## src/rtl/tmr_cfg.svh

```systemverilog
// register map, field positions, reset values and arithmetic constants
`ifndef TMR_CFG_SVH
`define TMR_CFG_SVH

`define TMR_OFS_CFG 12'h000
`define TMR_OFS_NADJ 12'h004
`define TMR_OFS_GAIN 12'h008
`define TMR_OFS_DIFF 12'h00c
`define TMR_OFS_TEMP_LT 12'h010
`define TMR_OFS_TEMP_D1 12'h014
`define TMR_OFS_TEMP_D2 12'h018
`define TMR_OFS_STATUS 12'h01c

`define TMR_CFG_LOCAL_EN 0
`define TMR_CFG_REMOTE1_EN 1
`define TMR_CFG_REMOTE2_EN 2
`define TMR_CFG_RC 3
`define TMR_STAT_BUSY 16
`define TMR_STAT_SEL_LO 17

`define TMR_RST_CFG 4'hf
`define TMR_RST_NADJ 8'h00
`define TMR_RST_GAIN 16'h0000
`define TMR_RST_DIFF 2'h0
`define TMR_RST_TEMP 12'h000

`define TMR_IDEAL_DEN 10'h12c
`define TMR_KELVIN_OFS8 16'h0889
`define TMR_TEMP_MAX 16'h07ff
`define TMR_TEMP_MIN 16'hf800

`endif

```

## src/rtl/tmr_pkg.sv

```systemverilog
// shared types of the temperature monitor readout
package tmr_pkg;

    typedef enum logic [2:0] {
        ST_IDLE,
        ST_START,
        ST_WAIT,
        ST_NEXT
    } tmr_state_t;

    typedef logic [1:0] tmr_sensor_t;

    localparam tmr_sensor_t SENS_LOCAL = 2'h0;
    localparam tmr_sensor_t SENS_REMOTE1 = 2'h1;
    localparam tmr_sensor_t SENS_REMOTE2 = 2'h2;
    localparam tmr_sensor_t SENS_NONE = 2'h3;

endpackage

```

## src/rtl/tmr_readout.sv

```systemverilog
// temperature monitor readout: apb registers, background sensor sequencer
//
// What this block does
// - each adc_range_gain_bit picks a full scale of one reference (0) or two references (1).
// - a differential channel pair is flagged bipolar, spanning plus and minus the chosen full scale.
// - the three temperature inputs are measured over and over with no host request.
// - on_chip_sensor, first_remote_sensor and second_remote_sensor each own an enable bit.
// - a sensor whose enable is clear when the sequencer picks the next sensor is skipped; a sensor already picked is converted to the end.
// - monitoring runs on the secondary converter, apart from the primary converter.
// - at the end of each cycle a completion pulse goes out and the next cycle starts by itself.
// - each sensor result lands in its own data register.
// - results are 12-bit two's complement in eighths of a degree.
// - after reset the ideality correction is zero, giving ideality 1.008.
// - remote results are scaled by (300 - correction)/300, matching the effective ideality 1.008*300/(300 - correction).
// - a data register is held unchanged while a host transfer from it is in progress.
// - a clear series_resistance_cancel_bit drops the cancelling samples and shortens the cycle.
`timescale 1ns/1ps
`include "tmr_cfg.svh"

module tmr_readout (
    input wire logic CLK,
    input wire logic RESET,
    input wire logic PSEL,
    input wire logic PENABLE,
    input wire logic PWRITE,
    input wire logic [11:0] PADDR,
    input wire logic [31:0] PWDATA,
    output logic [31:0] PRDATA,
    output logic PREADY,
    output logic PSLVERR,
    output logic [15:0] ADC_RANGE_2X,
    output logic [1:0] ADC_PAIR_BIPOLAR,
    output logic SADC_START,
    output logic [1:0] SADC_SENSOR_SEL,
    output logic SADC_EXCITE_HIGH,
    input wire logic SADC_DONE,
    input wire logic [15:0] SADC_DATA,
    input wire logic XFER_BUSY,
    output logic CYCLE_DONE
);

    // ------------------------------------------------------------
    // registers
    // ------------------------------------------------------------
    logic [3:0] cfg_q;
    logic [7:0] nadj_q;
    logic [15:0] gain_q;
    logic [1:0] diff_q;
    logic [11:0] temp_q [3];
    logic [11:0] pend_q [3];
    logic [2:0] pend_v_q;
    logic [15:0] cycles_q;
    logic [31:0] prdata_q;
    logic pslverr_q;
    tmr_pkg::tmr_state_t state_q;
    tmr_pkg::tmr_sensor_t sel_q;
    logic [1:0] step_q;
    logic signed [15:0] acc_q;
    logic done_q;
    logic rc_q;

    logic setup;
    logic wr_acc;
    logic mapped;
    logic rc_on;
    logic remote;
    logic last_step;
    logic high_now;
    logic signed [15:0] acc_d;
    logic signed [15:0] kelvin8;
    logic [11:0] result;
    tmr_pkg::tmr_sensor_t nxt_sel;

    function automatic tmr_pkg::tmr_sensor_t next_en(input logic [1:0] from, input logic [2:0] en);
        tmr_pkg::tmr_sensor_t r;
        r = tmr_pkg::SENS_NONE;
        for (int i = 2; i >= 0; i--)
        begin
            if (en[i] && (2'(i) >= from))
            begin
                r = 2'(i);
            end
        end
        return r;
    endfunction

    function automatic logic is_mapped(input logic [11:0] a);
        return (a == `TMR_OFS_CFG) || (a == `TMR_OFS_NADJ) || (a == `TMR_OFS_GAIN) ||
            (a == `TMR_OFS_DIFF) || (a == `TMR_OFS_TEMP_LT) || (a == `TMR_OFS_TEMP_D1) ||
            (a == `TMR_OFS_TEMP_D2) || (a == `TMR_OFS_STATUS);
    endfunction

    // ------------------------------------------------------------
    // apb slave, zero wait states
    // ------------------------------------------------------------
    assign setup = PSEL && !PENABLE;
    assign wr_acc = PSEL && PENABLE && PWRITE && !pslverr_q;
    assign mapped = is_mapped(PADDR);
    assign PREADY = 1'b1;
    assign PRDATA = prdata_q;
    assign PSLVERR = PSEL && PENABLE && pslverr_q;

    always_ff @(posedge CLK)
    begin
        if (RESET)
        begin
            prdata_q <= 32'h00000000;
            pslverr_q <= 1'b0;
        end
        else if (setup)
        begin
            pslverr_q <= !mapped;
            prdata_q <= 32'h00000000;
            case (PADDR)
                `TMR_OFS_CFG: prdata_q[3:0] <= cfg_q;
                `TMR_OFS_NADJ: prdata_q[7:0] <= nadj_q;
                `TMR_OFS_GAIN: prdata_q[15:0] <= gain_q;
                `TMR_OFS_DIFF: prdata_q[1:0] <= diff_q;
                `TMR_OFS_TEMP_LT: prdata_q[11:0] <= temp_q[0];
                `TMR_OFS_TEMP_D1: prdata_q[11:0] <= temp_q[1];
                `TMR_OFS_TEMP_D2: prdata_q[11:0] <= temp_q[2];
                `TMR_OFS_STATUS: prdata_q <= {13'h0000, sel_q, state_q != tmr_pkg::ST_IDLE, cycles_q};
                default: prdata_q <= 32'h00000000;
            endcase
        end
    end

    always_ff @(posedge CLK)
    begin
        if (RESET)
        begin
            cfg_q <= `TMR_RST_CFG;
            nadj_q <= `TMR_RST_NADJ;
            gain_q <= `TMR_RST_GAIN;
            diff_q <= `TMR_RST_DIFF;
        end
        else if (wr_acc)
        begin
            case (PADDR)
                `TMR_OFS_CFG: cfg_q <= PWDATA[3:0];
                `TMR_OFS_NADJ: nadj_q <= PWDATA[7:0];
                `TMR_OFS_GAIN: gain_q <= PWDATA[15:0];
                `TMR_OFS_DIFF: diff_q <= PWDATA[1:0];
                default: ;
            endcase
        end
    end

    // ------------------------------------------------------------
    // primary converter range controls
    // ------------------------------------------------------------
    assign ADC_RANGE_2X = gain_q;
    assign ADC_PAIR_BIPOLAR = diff_q;

    // ------------------------------------------------------------
    // background sequencer on the secondary converter
    // ------------------------------------------------------------
    // cancel mode held per sensor, a mid-cycle write cannot cut a chopped sequence
    assign rc_on = rc_q;
    assign remote = sel_q != tmr_pkg::SENS_LOCAL;
    assign last_step = !remote || (rc_on ? (step_q == 2'h3) : (step_q == 2'h1));
    assign high_now = remote && ((step_q == 2'h1) || (step_q == 2'h2));
    assign acc_d = high_now ? acc_q + $signed(SADC_DATA) : acc_q - $signed(SADC_DATA);
    assign kelvin8 = !remote ? $signed(SADC_DATA) : (rc_on ? (acc_d >>> 1) : acc_d);
    assign nxt_sel = next_en(2'(sel_q + 2'h1), cfg_q[2:0]);
    assign SADC_START = state_q == tmr_pkg::ST_START;
    assign SADC_SENSOR_SEL = sel_q;
    assign SADC_EXCITE_HIGH = high_now && (state_q != tmr_pkg::ST_IDLE);
    assign CYCLE_DONE = done_q;

    tmr_temp_calc u_calc (
        .kelvin8(kelvin8),
        .nadj(nadj_q),
        .apply_corr(remote),
        .celsius8(result)
    );

    always_ff @(posedge CLK)
    begin
        if (RESET)
        begin
            state_q <= tmr_pkg::ST_IDLE;
            sel_q <= tmr_pkg::SENS_LOCAL;
            step_q <= 2'h0;
            acc_q <= 16'sh0000;
            done_q <= 1'b0;
            rc_q <= 1'b0;
            cycles_q <= 16'h0000;
        end
        else
        begin
            done_q <= 1'b0;
            case (state_q)
                tmr_pkg::ST_IDLE:
                begin
                    if (cfg_q[2:0] != 3'h0)
                    begin
                        sel_q <= next_en(2'h0, cfg_q[2:0]);
                        rc_q <= cfg_q[`TMR_CFG_RC];
                        step_q <= 2'h0;
                        acc_q <= 16'sh0000;
                        state_q <= tmr_pkg::ST_START;
                    end
                end
                tmr_pkg::ST_START:
                begin
                    state_q <= tmr_pkg::ST_WAIT;
                end
                tmr_pkg::ST_WAIT:
                begin
                    if (SADC_DONE)
                    begin
                        acc_q <= acc_d;
                        step_q <= 2'(step_q + 2'h1);
                        state_q <= last_step ? tmr_pkg::ST_NEXT : tmr_pkg::ST_START;
                    end
                end
                tmr_pkg::ST_NEXT:
                begin
                    step_q <= 2'h0;
                    acc_q <= 16'sh0000;
                    if (nxt_sel == tmr_pkg::SENS_NONE)
                    begin
                        done_q <= 1'b1;
                        cycles_q <= 16'(cycles_q + 16'h0001);
                        state_q <= tmr_pkg::ST_IDLE;
                    end
                    else
                    begin
                        sel_q <= nxt_sel;
                        rc_q <= cfg_q[`TMR_CFG_RC];
                        state_q <= tmr_pkg::ST_START;
                    end
                end
                default: state_q <= tmr_pkg::ST_IDLE;
            endcase
        end
    end

    // ------------------------------------------------------------
    // result registers, frozen during a host transfer
    // ------------------------------------------------------------
    always_ff @(posedge CLK)
    begin
        if (RESET)
        begin
            pend_v_q <= 3'h0;
            for (int i = 0; i < 3; i++)
            begin
                pend_q[i] <= `TMR_RST_TEMP;
                temp_q[i] <= `TMR_RST_TEMP;
            end
        end
        else
        begin
            for (int i = 0; i < 3; i++)
            begin
                if (!XFER_BUSY && pend_v_q[i])
                begin
                    temp_q[i] <= pend_q[i];
                end
                if (state_q == tmr_pkg::ST_WAIT && SADC_DONE && last_step && sel_q == 2'(i))
                begin
                    pend_q[i] <= result;
                    pend_v_q[i] <= 1'b1;
                end
                else if (!XFER_BUSY)
                begin
                    pend_v_q[i] <= 1'b0;
                end
            end
        end
    end

    // ------------------------------------------------------------
    // checks
    // ------------------------------------------------------------
    gain_write_a: assert property (@(posedge CLK) disable iff (RESET)
        (wr_acc && PADDR == `TMR_OFS_GAIN) |=> ADC_RANGE_2X == $past(PWDATA[15:0]))
        else $error("range gain bits not taken from write");
    pair_write_a: assert property (@(posedge CLK) disable iff (RESET)
        (wr_acc && PADDR == `TMR_OFS_DIFF) |=> ADC_PAIR_BIPOLAR == $past(PWDATA[1:0]))
        else $error("bipolar pair flags not taken from write");
    skip_disabled_a: assert property (@(posedge CLK) disable iff (RESET)
        (SADC_START && step_q == 2'h0 && !$past(wr_acc)) |-> cfg_q[SADC_SENSOR_SEL])
        else $error("disabled sensor converted");
    auto_restart_a: assert property (@(posedge CLK) disable iff (RESET)
        (CYCLE_DONE && cfg_q[2:0] != 3'h0 && !wr_acc) |-> ##[1:2] SADC_START)
        else $error("next cycle did not start");
    freeze_busy_a: assert property (@(posedge CLK) disable iff (RESET)
        XFER_BUSY |=> (temp_q[0] == $past(temp_q[0]) && temp_q[1] == $past(temp_q[1]) &&
            temp_q[2] == $past(temp_q[2])))
        else $error("data register changed during transfer");
    short_cycle_a: assert property (@(posedge CLK) disable iff (RESET)
        (SADC_START && !rc_on) |-> step_q < 2'h2)
        else $error("cancel samples taken with cancel off");
    excite_remote_a: assert property (@(posedge CLK) disable iff (RESET)
        SADC_EXCITE_HIGH |-> SADC_SENSOR_SEL != tmr_pkg::SENS_LOCAL)
        else $error("high excitation on local sensor");
    corr_reset_a: assert property (@(posedge CLK)
        RESET |=> nadj_q == 8'h00)
        else $error("correction not zero after reset");
    order_fixed_a: assert property (@(posedge CLK) disable iff (RESET)
        (state_q == tmr_pkg::ST_NEXT && nxt_sel != tmr_pkg::SENS_NONE) |=> sel_q > $past(sel_q))
        else $error("sensor order not ascending");
    store_result_a: assert property (@(posedge CLK) disable iff (RESET)
        (state_q == tmr_pkg::ST_WAIT && SADC_DONE && last_step && !XFER_BUSY) ##1 !XFER_BUSY
            |=> temp_q[$past(sel_q, 2)] == $past(result, 2))
        else $error("result not stored in its register");

endmodule

```

## src/rtl/tmr_temp_calc.sv

```systemverilog
// kelvin-eighths to celsius-eighths with ideality correction
`timescale 1ns/1ps
`include "tmr_cfg.svh"

module tmr_temp_calc (
    input wire logic signed [15:0] kelvin8,
    input wire logic signed [7:0] nadj,
    input wire logic apply_corr,
    output logic [11:0] celsius8
);

    // ------------------------------------------------------------
    // ideality correction: T scales by (300 - n) / 300
    // ------------------------------------------------------------
    logic signed [10:0] factor;
    logic signed [26:0] prod;
    logic signed [26:0] scaled;
    logic signed [26:0] cels;

    function automatic logic [11:0] sat12(input logic signed [26:0] v);
        logic [11:0] r;
        r = v[11:0];
        if (v > $signed({{11{1'b0}}, `TMR_TEMP_MAX}))
        begin
            r = 12'(`TMR_TEMP_MAX);
        end
        else if (v < $signed({{11{1'b1}}, `TMR_TEMP_MIN}))
        begin
            r = 12'(`TMR_TEMP_MIN);
        end
        return r;
    endfunction

    always_comb
    begin
        factor = $signed({1'b0, `TMR_IDEAL_DEN}) - 11'(nadj);
        prod = 27'(kelvin8) * 27'(factor);
        scaled = apply_corr ? 27'(prod / $signed({17'h00000, `TMR_IDEAL_DEN})) : 27'(kelvin8);
        cels = scaled - $signed({11'h000, `TMR_KELVIN_OFS8});
        celsius8 = sat12(cels);
    end

endmodule

```

## config.mk

```make
export PLATFORM = sky130hd
export DESIGN_NAME = tmr_readout
export DESIGN_NICKNAME = d
export VERILOG_FILES = /design/src/rtl/tmr_pkg.sv /design/src/rtl/tmr_readout.sv /design/src/rtl/tmr_temp_calc.sv
export VERILOG_INCLUDE_DIRS = /design/src /design/src/rtl
export SDC_FILE = /design/constraint.sdc
export NUM_CORES = 1
export LEC_CHECK = 0
export BUFFER_PORTS_ARGS = -buffer_cell sky130_fd_sc_hd__buf_2
export CAP_MARGIN = 20
export CELL_PAD_IN_SITES_DETAIL_PLACEMENT = 0
export CELL_PAD_IN_SITES_GLOBAL_PLACEMENT = 1
export CORE_MARGIN = 5
export CORE_UTILIZATION = 44
export DETAILED_ROUTE_END_ITERATION = 12
export MAX_ROUTING_LAYER = met4
export PLACE_DENSITY_LB_ADDON = 0.1
export SLEW_MARGIN = 20
export SYNTH_ARGS = -nofsm -noshare
export SYNTH_HDL_FRONTEND = slang
export SYNTH_SLANG_ARGS = --single-unit
export TNS_END_PERCENT = 50
```

## constraint.sdc

```tcl
create_clock -name CLK -period 31.9 [get_ports CLK]
set_input_delay 4.785 -clock CLK [delete_from_list [all_inputs] [get_ports CLK]]
set_output_delay 4.785 -clock CLK [all_outputs]
set_load 0.01 [all_outputs]
```

==> impl_results.md <==
- Status: complete, no violations
- Die width: 247 µm
- GR Layer Usage met1: 0.365
- Top cells by count, synth: 327 x nand2_1, 292 x nor2_1, 221 x inv_1, 194 x a21oi_1, 129 x fa_1
- Post-route minimum period: 30.74 ns
- DP HPWL: 64500 µm
- DRC viols: 0
- Critical path startpoint category: input pin
- Post-synthesis register bit count: 165
- R2r worst-path depth: 108
- Total GRT Usage: 0.261
- Worst r2r src: SADC_SENSOR_SEL[0]
- Final Hold Fails: 0
- Crit. Startpoint: SADC_DATA[0]
- Total wire length: 79900 µm
- Number of max-slew violations in the final report: 0
- Hold Buf Count CTS: 0
- Area leader, netlist: fa_1
- Max Clk Rate: 0.0325 GHz
- Max stage delay on crit path: 0.58 ns
- Count leader, synth: nand2_1
- Cell Area, Synth: 24800 µm²
- Die ar.: 61200 µm²
- Initial DRT Pass Iterations: 6
- Synth top area cells: fa_1 10%, edfxtp_1 8.7%, dfxtp_1 7.5%
- Clock tree buffer depth: 2
- Chip Height: 247 µm
- Layout net count: 3840
- Clk sink count: 165
- Gr ovfl total: 0
- Core footprint: 56200 µm²
- CP Data Arrival Time: 31.05 ns
- Input/output buffers: 93
- Worst Path Max Fanout: 10
- Skew final: 0.0258 ns
- Initial antenna violation count: 1
- Mean Syn Cell Area: 7.85 µm²
- Cells after synthesis: 3162
- Post-route ant nets: 0
- Most common cell type on the critical path: buf_4
- First-pass GRT wire length: 130000 µm
- I/O pin cnt: 124
- Hold Path Depth: 2
- Post-synthesis to final-layout area growth: 20.6%
- Met2 Use GR: 0.426
- Yosys top cell area share: 0.104
- Worst endpoint required time: 32.21 ns
- Netlist cell types: 138
- HP Start: PRDATA[16]
- CP max stage cell: or4_4
- Clk pin slew, worst setup/hold paths: 0.07 ns
- GRT busiest layer: met2
- Seq/Total Area, Yosys: 0.162
- Layout cells sized above 1: 0.222
- Hold Crit Class: register to register
- Actual slew at the worst max-slew pin: 1.16 ns
- Slew headroom: 0.227
- Met3 usage: 0.0192
- Asr flop ratio synth: 0
- Num CTS Buffers: 17
- CTS HTree Levels: 4
- Synthesis Warnings: 0
- Final period util: 0.964
- Initial core utilization: 0.442
- Routability cong.: 0.888
- Vias post-DR: 25200
- Setup TNS: 0 ns
- Most common flop cell mapped by yosys: dfxtp_1
- Via density: 5.84
- EDFF count, synth: 72
- Initial drt markers: 1812
- Row count: 87
- Routed len/inst: 18.5 µm
- Clk root buf: clkbuf_16
- Critical path class: input pin to register
- Worst setup EP type: register
- MaxCap Viol Count: 0
- # setup viols final: 0
- Largest net degree at the start of global routing: 91
- Worst-skew pair later-pin latency: 0.44 ns
- Vias in the first global route: 24600
- CTS tree: yes
[routing by layer]
metal / routed length (µm) / vias to the layer above
met5: 0 / -
met4: 1080 / 0
met3: 3230 / 84
met2: 37500 / 603
met1: 38100 / 12300
li1: - / 12200
[through the flow]
stage	instance area, µm²	std cells	worst slack, ns	utilization	hold WS, ns
detailed placement	28600	4260	-0.515	0.509	0.448
floorplan	24900	3174	1.67	-	0.458
global placement	28600	4260	-0.208	0.509	0.441
global route	29900	4309	-0.0385	0.533	0.483
finish	29900	4309	1.16	0.533	0.454
CTS	29200	4292	0.0206	0.521	0.457
[sequential cells by signal, indices dropped and copies added (netlist names)]
signal,cells
cycles_q,16
ADC_RANGE_2X,16
CYCLE_DONE,1
pend_v_q,3
nadj_q,8
temp_q,36
acc_q,16
PRDATA,19
pslverr_q,1
pend_q,36
cfg_q,4
step_q,2
ADC_PAIR_BIPOLAR,2
SADC_SENSOR_SEL,2
rc_on,1
state_q,2
[worst max-delay path, delay by kind of cell]
| family | cells | cell delay (ns) |
|---|---|---|
| buffers and inverters | 15 | 1.89 |
| AOI/OAI and AO/OA | 36 | 8.85 |
| and+or+nand+nor | 33 | 7.76 |
| xor gates and xnor gates | 5 | 0.99 |
| adders and majority gates | 10 | 4.08 |
| muxes | 8 | 2.61 |
[cell usage in the layout (no fill, tap or decap), types with 24 or more instances in the layout]
cell,Yosys,layout
buf_4,20,407
nand2_1,327,324
nor2_1,292,287
inv_1,221,219
a21oi_1,194,171
fa_1,129,128
xnor2_1,117,114
o21ai_0,116,110
dfxtp_1,93,93
ha_1,105,93
and2_1,92,92
buf_2,19,92
nor3_1,90,88
nand3_1,85,85
mux2i_1,82,75
xor2_1,74,72
edfxtp_1,72,72
and3_1,48,47
a21o_1,45,44
o21ai_1,48,44
a22oi_1,44,43
a211oi_1,49,41
nor2b_1,37,37
o211ai_1,29,29
a31oi_1,32,29
or3_1,26,26
mux2_2,24,24
o21a_1,25,24
[cells by family (layout without fill, tap and decap cells)]
| family | Yosys count | count (layout) | share of synthesized area |
|---|---|---|---|
| DFF | 165 | 165 | 0.162 |
| adders and majority gates | 240 | 240 | 0.159 |
| muxes | 115 | 115 | 0.0488 |
| buffers and inverters | 380 | 758 | 0.0621 |
| AOI/OAI and AO/OA | 914 | 914 | 0.270 |
| other | 2 | 15 | 0.000303 |
| and+or+nand+nor | 1149 | 1149 | 0.226 |
| xor gates and xnor gates | 197 | 197 | 0.0716 |
[layout make-up]
class                   instances  area [µm²]
repair buffers                504        3610
fillers                      5517       26200
clock buffers                  17         425
diodes                          1        2.50
clock inverters                15         188
inverters                     222         833
well taps                     756         946
multi-input cells            2629       19900
flip-flops and latches        165        4020
[timing repair]
item,4_1_cts,5_1_grt
setup buffers,0,16
gates resized for setup,4,126
setup endpoints to repair,24,36
pin swaps,0,28
[path summary, 6_finish.rpt]
check / slack, ns / endpoint
max: 1.16 / pend_q[0][18]
min: 0.45 / PRDATA[16]
max reg2reg: 3.95 / pend_q[0][18]
min reg2reg: 0.45 / PRDATA[16]
Power is not shown: default switching activity piles up to over one toggle a cycle in this logic, so the estimate is an artifact.
